**config.mk**
```make
export PLATFORM = sky130hd
export DESIGN_NAME = rdc_top
export DESIGN_NICKNAME = d
export VERILOG_FILES = /design/src/rdc_pkg.sv /design/src/rdc_top.sv /design/src/rdc_sync.sv
export SDC_FILE = /design/constraint.sdc
export NUM_CORES = 1
export LEC_CHECK = 0
export BUFFER_PORTS_ARGS = -buffer_cell sky130_fd_sc_hd__buf_2
export CORE_AREA = 2 2 168 170
export CTS_CLUSTER_DIAMETER = 120
export CTS_CLUSTER_SIZE = 10
export DETAILED_ROUTE_END_ITERATION = 8
export DIE_AREA = 0 0 170 172
export PLACE_DENSITY = 0.68
export SLEW_MARGIN = 20
export SYNTH_ARGS = -nofsm -noshare
export SYNTH_HDL_FRONTEND = slang
export SYNTH_SLANG_ARGS = --single-unit
```
**constraint.sdc**
```tcl
create_clock -name sys_clk_i -period 3.7 [get_ports sys_clk_i]
set_input_delay 0.37 -clock sys_clk_i [delete_from_list [all_inputs] [get_ports sys_clk_i]]
set_output_delay 0.37 -clock sys_clk_i [all_outputs]
set_load 0.01 [all_outputs]
```
**src/rdc_pkg.sv**
```systemverilog
// Package: register map, field layout and timing of the rear digital I/O
`default_nettype none
package rdc_pkg;
  // Register byte offsets
  localparam logic [7:0] OFF_CTRL = 8'h00;
  localparam logic [7:0] OFF_DOUT = 8'h04;
  localparam logic [7:0] OFF_DIN = 8'h08;
  localparam logic [7:0] OFF_COUNT = 8'h0C;
  localparam logic [7:0] OFF_STAT = 8'h10;
  localparam logic [7:0] OFF_INTV = 8'h14;
  localparam logic [7:0] OFF_HI0 = 8'h18;
  localparam logic [7:0] OFF_HI1 = 8'h1C;
  localparam logic [7:0] OFF_HI2 = 8'h20;
  localparam logic [7:0] OFF_HI3 = 8'h24;
  localparam logic [7:0] OFF_ISTS = 8'h28;
  localparam logic [7:0] OFF_IMSK = 8'h2C;
  // Reset values and full count
  localparam logic [3:0] CTRL_RST = 4'h1;
  localparam logic [7:0] DOUT_RST = 8'hFF;
  localparam logic [15:0] INTV_RST = 16'h1388;
  localparam logic [15:0] HI_RST = 16'hFFFF;
  localparam logic [15:0] CNT_MAX = 16'hFFFF;
  localparam logic [3:0] ALARM_OFF = 4'hF;
  // Interrupt bit positions
  localparam int IRQ_OVR = 0;
  localparam int IRQ_SCAN = 1;
  localparam int IRQ_TRIGGER_ENABLE_SETTING = 2;
  localparam int IRQ_W = 3;
  // AXI responses
  localparam logic [1:0] RESP_OKAY = 2'b00;
  localparam logic [1:0] RESP_SLVERR = 2'b10;
  // Interval tick: 1 ms at a 10 ns clock
  localparam int TICK_NS = 1_000_000;
  localparam int CLK_NS = 10;
  localparam int TICK_CYC = TICK_NS / CLK_NS;
  // Control register layout, bit 3 down to bit 0
  typedef struct packed {
    logic zero;
    logic scan_run;
    logic trigger_enable_setting_en;
    logic cnt_en;
  } rdc_ctrl_t;
  // Scan result from the measurement engine
  typedef struct packed {
    logic done;
    logic [3:0][15:0] reading;
  } rdc_scan_res_t;
endpackage
`default_nettype wire

```
**src/rdc_top.sv**
```systemverilog
// Rear digital I/O: inputs, outputs, event counter, alarms, scan trigger
`default_nettype none
module rdc_top
  import rdc_pkg::*;
#(
  parameter int TICK_CYCLES = TICK_CYC
) (
  // Clock and reset
  input wire logic sys_clk_i,
  input wire logic srst_i,
  // AXI4-Lite write
  input wire logic [7:0] s_axi_awaddr,
  input wire logic s_axi_awvalid,
  output logic s_axi_awready,
  input wire logic [31:0] s_axi_wdata,
  input wire logic [3:0] s_axi_wstrb,
  input wire logic s_axi_wvalid,
  output logic s_axi_wready,
  output logic [1:0] s_axi_bresp,
  output logic s_axi_bvalid,
  input wire logic s_axi_bready,
  // AXI4-Lite read
  input wire logic [7:0] s_axi_araddr,
  input wire logic s_axi_arvalid,
  output logic s_axi_arready,
  output logic [31:0] s_axi_rdata,
  output logic [1:0] s_axi_rresp,
  output logic s_axi_rvalid,
  input wire logic s_axi_rready,
  // Rear panel pins
  input wire logic [7:0] din_i,
  input wire logic count_in_i,
  input wire logic trigger_input_terminal_n_i,
  output logic [7:0] dout_o,
  output logic [3:0] alarm_n_o,
  // Scan engine
  input wire rdc_scan_res_t scan_res_i,
  output logic scan_start_o,
  // Interrupt
  output logic irq_o
);
  rdc_ctrl_t ctrl_reg;
  logic [7:0] dout_reg;
  logic [15:0] intv_reg;
  logic [3:0][15:0] hi_reg;
  logic [IRQ_W-1:0] ists_reg, imsk_reg;
  logic [15:0] cnt_reg;
  logic overrun_indication_reg;
  logic [3:0] alarm_n_reg;
  logic irq_reg;
  logic [7:0] din_lvl;
  logic cnt_rise, trigger_enable_setting_fall;
  logic [7:0] aw_addr_reg;
  logic [31:0] w_data_reg;
  logic [3:0] w_strb_reg;
  logic aw_full_reg, w_full_reg;
  logic awready_reg, wready_reg, bvalid_reg;
  logic [1:0] bresp_reg;
  logic arready_reg, rvalid_reg;
  logic [31:0] rdata_reg;
  logic [1:0] rresp_reg;
  logic wr_go;
  logic [31:0] wmask, wbits;
  logic zero_cmd, preset_cmd, ovr_set, cnt_step;
  logic [31:0] tick_cnt_reg;
  logic tick;
  logic [15:0] intv_cnt_reg;
  logic run_q_reg, due, trigger_enable_setting_scan;
  logic pend_reg, busy_reg, start_reg;
  logic [3:0] above;
  logic [IRQ_W-1:0] ev;

  // Pin synchronisers: data inputs, count input, trigger input
  rdc_sync #(.W(8)) u_din (
    .sys_clk_i(sys_clk_i),
    .srst_i(srst_i),
    .pin_i(din_i),
    .level_o(din_lvl),
    .rise_o(),
    .fall_o()
  );
  rdc_sync #(.W(1)) u_cnt (
    .sys_clk_i(sys_clk_i),
    .srst_i(srst_i),
    .pin_i(count_in_i),
    .level_o(),
    .rise_o(cnt_rise),
    .fall_o()
  );
  rdc_sync #(.W(1)) u_trigger_enable_setting (
    .sys_clk_i(sys_clk_i),
    .srst_i(srst_i),
    .pin_i(trigger_input_terminal_n_i),
    .level_o(),
    .rise_o(),
    .fall_o(trigger_enable_setting_fall)
  );

  // Write path: address and data taken in either order
  assign wr_go = aw_full_reg & w_full_reg & ~bvalid_reg;
  assign wmask = {{8{w_strb_reg[3]}}, {8{w_strb_reg[2]}},
                  {8{w_strb_reg[1]}}, {8{w_strb_reg[0]}}};
  assign wbits = w_data_reg & wmask;

  always_ff @(posedge sys_clk_i) begin
    if (srst_i) begin
      aw_full_reg <= 1'b0;
      w_full_reg <= 1'b0;
      awready_reg <= 1'b1;
      wready_reg <= 1'b1;
      bvalid_reg <= 1'b0;
      bresp_reg <= RESP_OKAY;
      aw_addr_reg <= 8'h00;
      w_data_reg <= 32'h0000_0000;
      w_strb_reg <= 4'h0;
    end else begin
      if (s_axi_awvalid && awready_reg) begin
        aw_addr_reg <= s_axi_awaddr;
        aw_full_reg <= 1'b1;
        awready_reg <= 1'b0;
      end
      if (s_axi_wvalid && wready_reg) begin
        w_data_reg <= s_axi_wdata;
        w_strb_reg <= s_axi_wstrb;
        w_full_reg <= 1'b1;
        wready_reg <= 1'b0;
      end
      if (wr_go) begin
        aw_full_reg <= 1'b0;
        w_full_reg <= 1'b0;
        bvalid_reg <= 1'b1;
        bresp_reg <= (aw_addr_reg > OFF_IMSK || aw_addr_reg[1:0] != 2'b00)
                     ? RESP_SLVERR : RESP_OKAY;
      end else if (bvalid_reg && s_axi_bready) begin
        bvalid_reg <= 1'b0;
        awready_reg <= 1'b1;
        wready_reg <= 1'b1;
      end
    end
  end

  // Byte-lane merge of a write into a stored value
  function automatic logic [31:0] merge(input logic [31:0] old,
                                        input logic [31:0] m,
                                        input logic [31:0] d);
    merge = (old & ~m) | (d & m);
  endfunction

  assign zero_cmd = wr_go && aw_addr_reg == OFF_CTRL && wbits[3];
  assign preset_cmd = wr_go && aw_addr_reg == OFF_COUNT;

  // Software-written configuration
  always_ff @(posedge sys_clk_i) begin
    if (srst_i) begin
      ctrl_reg <= CTRL_RST;
      dout_reg <= DOUT_RST;
      intv_reg <= INTV_RST;
      hi_reg <= {4{HI_RST}};
      imsk_reg <= '0;
    end else if (wr_go) begin
      case (aw_addr_reg)
        OFF_CTRL: ctrl_reg <= 4'(merge(32'(ctrl_reg), wmask, w_data_reg))
                              & 4'h7;
        OFF_DOUT: dout_reg <= 8'(merge(32'(dout_reg), wmask,
                                       w_data_reg));
        OFF_INTV: intv_reg <= 16'(merge(32'(intv_reg), wmask, w_data_reg));
        OFF_HI0: hi_reg[0] <= 16'(merge(32'(hi_reg[0]), wmask, w_data_reg));
        OFF_HI1: hi_reg[1] <= 16'(merge(32'(hi_reg[1]), wmask, w_data_reg));
        OFF_HI2: hi_reg[2] <= 16'(merge(32'(hi_reg[2]), wmask, w_data_reg));
        OFF_HI3: hi_reg[3] <= 16'(merge(32'(hi_reg[3]), wmask, w_data_reg));
        OFF_IMSK: imsk_reg <= IRQ_W'(merge(32'(imsk_reg), wmask,
                                           w_data_reg));
        default: ;
      endcase
    end
  end

  // Event counter; host preset beats zero, both beat a count edge
  assign cnt_step = ctrl_reg.cnt_en && cnt_rise && !preset_cmd && !zero_cmd;
  assign ovr_set = cnt_step && cnt_reg == CNT_MAX;
  always_ff @(posedge sys_clk_i) begin
    if (srst_i) begin
      cnt_reg <= '0;
      overrun_indication_reg <= 1'b0;
    end else if (preset_cmd) begin
      cnt_reg <= 16'(merge(32'(cnt_reg), wmask, w_data_reg));
      overrun_indication_reg <= 1'b0;
    end else if (zero_cmd) begin
      cnt_reg <= '0;
      overrun_indication_reg <= 1'b0;
    end else if (ovr_set) begin
      overrun_indication_reg <= 1'b1;
    end else if (cnt_step) begin
      cnt_reg <= cnt_reg + 16'h0001;
    end
  end

  // Millisecond tick; a parameter so simulation can shorten it
  assign tick = tick_cnt_reg == 32'(TICK_CYCLES - 1);
  always_ff @(posedge sys_clk_i) begin
    if (srst_i || tick) begin
      tick_cnt_reg <= '0;
    end else begin
      tick_cnt_reg <= tick_cnt_reg + 32'h0000_0001;
    end
  end

  // Interval timer: first scan at run start, then one per interval
  assign due = ctrl_reg.scan_run &&
               (!run_q_reg || (tick && intv_cnt_reg + 16'h0001 >= intv_reg));
  always_ff @(posedge sys_clk_i) begin
    if (srst_i) begin
      run_q_reg <= 1'b0;
      intv_cnt_reg <= '0;
    end else begin
      run_q_reg <= ctrl_reg.scan_run;
      if (!ctrl_reg.scan_run || due) begin
        intv_cnt_reg <= '0;
      end else if (tick) begin
        intv_cnt_reg <= intv_cnt_reg + 16'h0001;
      end
    end
  end

  // Trigger scans do not touch the interval timer
  assign trigger_enable_setting_scan = ctrl_reg.trigger_enable_setting_en && trigger_enable_setting_fall;

  // Scan request: a pending request waits until the engine is idle
  always_ff @(posedge sys_clk_i) begin
    if (srst_i) begin
      pend_reg <= 1'b0;
      busy_reg <= 1'b0;
      start_reg <= 1'b0;
    end else begin
      start_reg <= 1'b0;
      if (pend_reg && !busy_reg) begin
        start_reg <= 1'b1;
        busy_reg <= 1'b1;
        pend_reg <= due || trigger_enable_setting_scan;
      end else begin
        pend_reg <= pend_reg || due || trigger_enable_setting_scan;
        if (scan_res_i.done) begin
          busy_reg <= 1'b0;
        end
      end
    end
  end

  // Alarms follow each completed scan, channels 0 to 3
  always_comb begin
    for (int i = 0; i < 4; i++) begin
      above[i] = scan_res_i.reading[i] > hi_reg[i];
    end
  end
  always_ff @(posedge sys_clk_i) begin
    if (srst_i) begin
      alarm_n_reg <= ALARM_OFF;
    end else if (scan_res_i.done) begin
      alarm_n_reg <= ~above;
    end
  end

  // Sticky interrupt status; a new event wins over a write-one clear
  assign ev = {trigger_enable_setting_scan, scan_res_i.done, ovr_set};
  always_ff @(posedge sys_clk_i) begin
    if (srst_i) begin
      ists_reg <= '0;
      irq_reg <= 1'b0;
    end else begin
      if (wr_go && aw_addr_reg == OFF_ISTS) begin
        ists_reg <= (ists_reg & ~IRQ_W'(wbits)) | ev;
      end else begin
        ists_reg <= ists_reg | ev;
      end
      irq_reg <= |(ists_reg & imsk_reg);
    end
  end

  // Read path
  always_ff @(posedge sys_clk_i) begin
    if (srst_i) begin
      arready_reg <= 1'b1;
      rvalid_reg <= 1'b0;
      rdata_reg <= 32'h0000_0000;
      rresp_reg <= RESP_OKAY;
    end else if (s_axi_arvalid && arready_reg) begin
      arready_reg <= 1'b0;
      rvalid_reg <= 1'b1;
      rresp_reg <= RESP_OKAY;
      rdata_reg <= 32'h0000_0000;
      case (s_axi_araddr)
        OFF_CTRL: rdata_reg <= 32'(ctrl_reg);
        OFF_DOUT: rdata_reg <= 32'(dout_reg);
        OFF_DIN: rdata_reg <= 32'(din_lvl);
        OFF_COUNT: rdata_reg <= 32'(cnt_reg);
        OFF_STAT: rdata_reg <= 32'({busy_reg, overrun_indication_reg});
        OFF_INTV: rdata_reg <= 32'(intv_reg);
        OFF_HI0: rdata_reg <= 32'(hi_reg[0]);
        OFF_HI1: rdata_reg <= 32'(hi_reg[1]);
        OFF_HI2: rdata_reg <= 32'(hi_reg[2]);
        OFF_HI3: rdata_reg <= 32'(hi_reg[3]);
        OFF_ISTS: rdata_reg <= 32'(ists_reg);
        OFF_IMSK: rdata_reg <= 32'(imsk_reg);
        default: rresp_reg <= RESP_SLVERR;
      endcase
    end else if (rvalid_reg && s_axi_rready) begin
      rvalid_reg <= 1'b0;
      arready_reg <= 1'b1;
    end
  end

  // Outputs straight from flops
  assign s_axi_awready = awready_reg;
  assign s_axi_wready = wready_reg;
  assign s_axi_bvalid = bvalid_reg;
  assign s_axi_bresp = bresp_reg;
  assign s_axi_arready = arready_reg;
  assign s_axi_rvalid = rvalid_reg;
  assign s_axi_rdata = rdata_reg;
  assign s_axi_rresp = rresp_reg;
  assign dout_o = dout_reg;
  assign alarm_n_o = alarm_n_reg;
  assign scan_start_o = start_reg;
  assign irq_o = irq_reg;
endmodule
`default_nettype wire

```
**src/rdc_sync.sv**
```systemverilog
// Two-flop pin synchroniser with edge detect on the settled stage
`default_nettype none
module rdc_sync #(
  parameter int W = 1
) (
  // Clock and reset
  input wire logic sys_clk_i,
  input wire logic srst_i,
  // Pin side
  input wire logic [W-1:0] pin_i,
  // Synchronous side
  output logic [W-1:0] level_o,
  output logic [W-1:0] rise_o,
  output logic [W-1:0] fall_o
);
  logic [W-1:0] meta_reg;
  logic [W-1:0] sync_reg;
  logic [W-1:0] prev_reg;

  // Idle pins read high, as open lines do
  always_ff @(posedge sys_clk_i) begin
    if (srst_i) begin
      meta_reg <= '1;
      sync_reg <= '1;
      prev_reg <= '1;
    end else begin
      meta_reg <= pin_i;
      sync_reg <= meta_reg;
      prev_reg <= sync_reg;
    end
  end

  // Edges only from the second stage, never the first
  assign level_o = sync_reg;
  assign rise_o = sync_reg & ~prev_reg;
  assign fall_o = ~sync_reg & prev_reg;
endmodule
`default_nettype wire

```
==> flow_summary.html <==
<table>
<tr><th>Metric</th><th>Value</th></tr>
<tr><th colspan="2">Outcome</th></tr>
<tr><td>Status</td><td>finished, final reports clean</td></tr>
<tr><th colspan="2">Synth</th></tr>
<tr><td>Post-Syn Instances</td><td>roughly 1,600</td></tr>
<tr><td>Number of enable flip-flop cells after synthesis</td><td>0</td></tr>
<tr><td>Share of synthesized cell area in full adder, half adder and majority cells</td><td>0.0796</td></tr>
<tr><td>Average size of a mapped cell</td><td>8.29 µm²</td></tr>
<tr><td>Synthesized area</td><td>0.0130 mm²</td></tr>
<tr><td>Synth warnings</td><td>0</td></tr>
<tr><td>Number of storage elements in the synthesis netlist</td><td>roughly 240</td></tr>
<tr><td>Synth area leader</td><td>sky130_fd_sc_hd__dfxtp_1</td></tr>
<tr><td>Simple-Gate Fraction of Synth Area</td><td>0.241</td></tr>
<tr><td>Most repeated cell in the gate-level netlist after synthesis</td><td>sky130_fd_sc_hd__dfxtp_1</td></tr>
<tr><td>Post-synthesis mux area share</td><td>0.0538</td></tr>
<tr><td>Combinational family with the most area after synthesis</td><td>simple AND/OR/NAND/NOR gates</td></tr>
<tr><td>Synth area leaders</td><td>sky130_fd_sc_hd__dfxtp_1 37%, sky130_fd_sc_hd__ha_1 8.0%, sky130_fd_sc_hd__nand2_1 6.6%</td></tr>
<tr><td>Xor/xnor cell area share of the yosys netlist</td><td>0.0389</td></tr>
<tr><td>Commonest cells in the synthesized netlist</td><td>244 x sky130_fd_sc_hd__dfxtp_1, 228 x sky130_fd_sc_hd__nand2_1, 121 x sky130_fd_sc_hd__nand3_1</td></tr>
<tr><td>Distinct cell type count of the synthesized netlist</td><td>81</td></tr>
<tr><td>Proportion of register bits with asynchronous set or reset after synthesis</td><td>0</td></tr>
<tr><td>Synth top area share</td><td>0.375</td></tr>
<tr><td>Part of the Yosys area used for sequential elements</td><td>0.375</td></tr>
<tr><td>Compound-Gate Fraction of Synth Area</td><td>0.144</td></tr>
<tr><td>Ys flop type</td><td>sky130_fd_sc_hd__dfxtp_1</td></tr>
<tr><th colspan="2">Timing</th></tr>
<tr><td>Count of final setup violators</td><td>0</td></tr>
<tr><td>Number of slew-limit violations in the final report</td><td>0</td></tr>
<tr><td>Max-slew headroom at the worst pin</td><td>0.335</td></tr>
<tr><td>Fmax achieved</td><td>330 MHz</td></tr>
<tr><td>Final Cycle Share</td><td>0.820</td></tr>
<tr><td>Unrepaired setup endpoints after global routing</td><td>false</td></tr>
<tr><td>Clock skew</td><td>between 20 and 25 ps</td></tr>
<tr><td>Final sum of negative setup slack</td><td>0 ps</td></tr>
<tr><td>Actual slew at the worst max-slew pin</td><td>roughly 990 ps</td></tr>
<tr><td>Final count of hold timing violations</td><td>0</td></tr>
<tr><td>Clock period minus worst slack</td><td>approximately 3000 ps</td></tr>
<tr><th colspan="2">Pwr</th></tr>
<tr><td>Net switching power</td><td>~1.3 mW</td></tr>
<tr><td>Sum of internal, switching and leakage power</td><td>5.48 mW</td></tr>
<tr><td>VDD IR-drop max</td><td>~0.33 mV</td></tr>
<tr><td>Pint</td><td>between 4 and 5 mW</td></tr>
<tr><td>Power density normalized to cell area</td><td>370 mW/mm²</td></tr>
<tr><td>Share of power burned in combinational logic</td><td>0.067</td></tr>
<tr><td>Leak Pwr</td><td>about 6.8 nW</td></tr>
<tr><td>Seq pwr share</td><td>0.500</td></tr>
<tr><td>Share of total power consumed by net switching</td><td>0.244</td></tr>
<tr><td>Clock group share of total power</td><td>0.433</td></tr>
<tr><th colspan="2">Setup path</th></tr>
<tr><td>Worst path arrival time</td><td>3460 ps</td></tr>
<tr><td>Slowest CP cell</td><td>sky130_fd_sc_hd__o41a_1</td></tr>
<tr><td>Largest fanout on the critical path</td><td>16</td></tr>
<tr><td>Start-to-end type of the worst setup path</td><td>flip-flop to flip-flop</td></tr>
<tr><td>Data required, critical path</td><td>a little over 4000 ps</td></tr>
<tr><td>R2R Path Start</td><td>intv_cnt_reg[0]</td></tr>
<tr><td>Kind of start point of the critical path</td><td>flip-flop</td></tr>
<tr><td>End of the worst register-to-register path</td><td>pend_reg</td></tr>
<tr><td>Buffers &amp; Inverters on Critical Path</td><td>1</td></tr>
<tr><td>Capturing element type of the critical path</td><td>flip-flop</td></tr>
<tr><td>Minimum setup slack among reg-to-reg paths</td><td>about 670 ps</td></tr>
<tr><td>Largest delay share family, worst path</td><td>simple AND/OR/NAND/NOR gates</td></tr>
<tr><td>CP peak stage delay</td><td>roughly 450 ps</td></tr>
<tr><td>Most repeated library cell on the critical path</td><td>sky130_fd_sc_hd__ha_1</td></tr>
<tr><td>Critical path cell sequence</td><td>ha_1, and3_1, nand3_1, nor2_1, xor2_1, ha_1, nand4_1, nor4_1, o31a_1, o41a_1, buf_4, a22o_1</td></tr>
<tr><td>Cell depth of the worst flop-to-flop path</td><td>12</td></tr>
<tr><th colspan="2">Place</th></tr>
<tr><td>GP Congestion</td><td>~0.93</td></tr>
<tr><td>Placed wire-length estimate after detailed placement</td><td>between 20,000 and 30,000 µm</td></tr>
<tr><td>IO Port Bufs</td><td>around 150</td></tr>
<tr><th colspan="2">Layout</th></tr>
<tr><td>Fraction of final layout cells sized beyond drive strength 1</td><td>0.153</td></tr>
<tr><td>Final-layout fill cell count</td><td>approximately 2,700</td></tr>
<tr><td>Count of nets after finishing</td><td>1,915</td></tr>
<tr><td>Synth-to-Final Area Change</td><td>13.5%</td></tr>
<tr><th colspan="2">Route</th></tr>
<tr><td>Detailed-route wire length</td><td>approximately 40,000 µm</td></tr>
<tr><td>Count of vias placed by the detailed router</td><td>11,900</td></tr>
<tr><td>Routed wl met3</td><td>3320 µm</td></tr>
<tr><td>Post-DR vias/cell</td><td>about 5.8</td></tr>
<tr><td>Routed met2 length</td><td>between 15,000 and 20,000 µm</td></tr>
<tr><td>Violation count after the first detailed-route iteration</td><td>between 1,000 and 1,500</td></tr>
<tr><td>Residual antenna-violating net count after detailed routing</td><td>0</td></tr>
<tr><td>Routed length on met1</td><td>approximately 17,000 µm</td></tr>
<tr><td>DRC violation count after routing</td><td>0</td></tr>
<tr><td>Uppermost layer routed</td><td>met4</td></tr>
<tr><td>1st-pass router iterations</td><td>5</td></tr>
<tr><td>DR WL/cell</td><td>about 19 µm</td></tr>
<tr><th colspan="2">CTS</th></tr>
<tr><td>Clock latency of the later-clocked register in the worst-skew pair</td><td>between 500 and 600 ps</td></tr>
<tr><td>Clock net sink count</td><td>between 200 and 250</td></tr>
<tr><td>Clock tree from TritonCTS</td><td>yes</td></tr>
<tr><td>Hold buffer count at cts</td><td>9</td></tr>
<tr><td>Cells resized by post-CTS repair</td><td>0</td></tr>
<tr><td>Total number of H-tree levels</td><td>1</td></tr>
<tr><td>Post-CTS Setup Inserts</td><td>0</td></tr>
<tr><td>Clock-pin transition on the worst setup and hold timing paths</td><td>roughly 50 ps</td></tr>
<tr><td>TritonCTS buffer count</td><td>28</td></tr>
<tr><td>CTS Buffer Depth</td><td>3</td></tr>
<tr><td>CTS root buffer</td><td>sky130_fd_sc_hd__clkbuf_16</td></tr>
<tr><th colspan="2">Global route</th></tr>
<tr><td>Pin count of the biggest net entering global routing</td><td>81</td></tr>
<tr><td>Overall fraction of global-route tracks in use</td><td>0.265</td></tr>
<tr><td>First-pass GRT wire length</td><td>60,900 µm</td></tr>
<tr><td>Number of antenna violations at the first check in global routing</td><td>2</td></tr>
<tr><td>Number of global-route vias before repair</td><td>11,200</td></tr>
<tr><td>Total grt overflow</td><td>0</td></tr>
<tr><th colspan="2">Hold path</th></tr>
<tr><td>Worst hold endpoint</td><td>u_din.meta_reg[5]</td></tr>
<tr><td>Worst Hold Launch</td><td>din_i[5]</td></tr>
<tr><td>Worst hold path depth</td><td>2</td></tr>
<tr><td>Path category of the worst min-delay check</td><td>input pin to flip-flop</td></tr>
<tr><th colspan="2">Die</th></tr>
<tr><td>Starting Density</td><td>0.475</td></tr>
<tr><td>Floorplan core area</td><td>0.0275 mm²</td></tr>
<tr><td>Die H</td><td>roughly 170 µm</td></tr>
<tr><td>Width of the die</td><td>approximately 170 µm</td></tr>
<tr><td>Site Rows</td><td>61</td></tr>
<tr><td>Die area</td><td>slightly below 0.03 mm²</td></tr>
<tr><td>Count of pins on the block boundary</td><td>approximately 190</td></tr>
<tr><th colspan="2">Flow run</th></tr>
<tr><td>Max-cap violations</td><td>0</td></tr>
</table>
[power groups by stage]
| stage | logic, mW | registers [mW] | clock network (mW) |
|---|---|---|---|
| finish | 0.368 | 2.74 | 2.37 |
| global route | 0.409 | 2.74 | 2.52 |
| CTS | 0.366 | 2.74 | 2.42 |
| detailed placement | 0.358 | 2.79 | 0 |
| global placement | 0.349 | 2.79 | 0 |
| floorplan | 0.240 | 2.75 | 0 |
[placed cells by master, fill, tap and decap left out, types with 10 or more instances in the layout]
cell,Yosys,layout
sky130_fd_sc_hd__or2_2,23,23
sky130_fd_sc_hd__nand4_1,27,27
sky130_fd_sc_hd__xnor2_1,36,36
sky130_fd_sc_hd__ha_1,83,83
sky130_fd_sc_hd__a211oi_1,15,15
sky130_fd_sc_hd__conb_1,1,18
sky130_fd_sc_hd__a221oi_1,13,13
sky130_fd_sc_hd__clkbuf_16,0,28
sky130_fd_sc_hd__a22o_1,10,10
sky130_fd_sc_hd__nor2_1,72,72
sky130_fd_sc_hd__inv_1,106,106
sky130_fd_sc_hd__nand2_1,228,228
sky130_fd_sc_hd__nor4_1,31,30
sky130_fd_sc_hd__dfxtp_1,244,244
sky130_fd_sc_hd__o21ai_0,37,37
sky130_fd_sc_hd__nor3_1,45,45
sky130_fd_sc_hd__o211ai_1,10,10
sky130_fd_sc_hd__and3_1,17,17
sky130_fd_sc_hd__xor2_1,22,22
sky130_fd_sc_hd__mux2i_1,60,60
sky130_fd_sc_hd__buf_4,18,17
sky130_fd_sc_hd__a21oi_1,96,96
sky130_fd_sc_hd__nand3_1,121,121
sky130_fd_sc_hd__buf_2,11,152
sky130_fd_sc_hd__a22oi_1,22,22
[logic make-up after synthesis]
kind of cell	after synthesis
and+or+nand+nor	633
AOI/OAI and AO/OA	278
DFF	244
buffers and inverters	209
adders and majority gates	83
muxes	68
xor gates and xnor gates	58
other	1
[worst max path at each step]
stage                          startpoint               end  depth (start not counted)
after global routing      intv_cnt_reg[0]   intv_cnt_reg[7]                         12
after detailed placement  intv_cnt_reg[0]          pend_reg                         12
after floorplan           intv_cnt_reg[0]  intv_cnt_reg[10]                         13
after global placement    intv_cnt_reg[0]          pend_reg                         12
after CTS                 intv_cnt_reg[0]          pend_reg                         12
final                     intv_cnt_reg[0]          pend_reg                         12
[worst register-to-register path, stage by stage, from the launching register on]
cell and delay, ps:
sky130_fd_sc_hd__dfxtp_1 410, sky130_fd_sc_hd__ha_1 250, sky130_fd_sc_hd__and3_1 230, sky130_fd_sc_hd__nand3_1 180, sky130_fd_sc_hd__nor2_1 160, sky130_fd_sc_hd__xor2_1 190, sky130_fd_sc_hd__ha_1 250, sky130_fd_sc_hd__nand4_1 180
sky130_fd_sc_hd__nor4_1 90, sky130_fd_sc_hd__o31a_1 110, sky130_fd_sc_hd__o41a_1 450, sky130_fd_sc_hd__buf_4 220, sky130_fd_sc_hd__a22o_1 220
[cell type report]
type                            instances  area, µm²  share of cell area
Clock buffer                           28        701              0.0473
Multi-Input combinational cell       1138       7360               0.497
Clock inverter                          2       25.0             0.00169
Antenna cell                            2       5.00            0.000338
Tap cell                              346        433              0.0292
Inverter                              107        402              0.0271
Sequential cell                       244       4880               0.330
Timing Repair Buffer                  179        998              0.0674
[stage by stage]
| step | setup slack (ps) | area [µm²] | hold WS [ps] | instances | utilization |
|---|---|---|---|---|---|
| floorplan | 908 | 13100 | 389 | 1591 | - |
| global placement | 777 | 14000 | 393 | 2005 | 0.509 |
| detailed placement | 738 | 14000 | 392 | 2005 | 0.509 |
| CTS | 720 | 14800 | 3.11 | 2044 | 0.538 |
| global route | 434 | 14800 | 15.9 | 2045 | 0.539 |
| finish | 665 | 14800 | 21.5 | 2046 | 0.539 |
[per-layer routing]
metal / GRT usage / vias to the layer above
met4: 0.0974 / 0
met3: 0.0492 / 84
met5: 0 / -
met2: 0.423 / 480
li1: - / 5807
met1: 0.357 / 5538
Power figures use the tool's default switching activity.
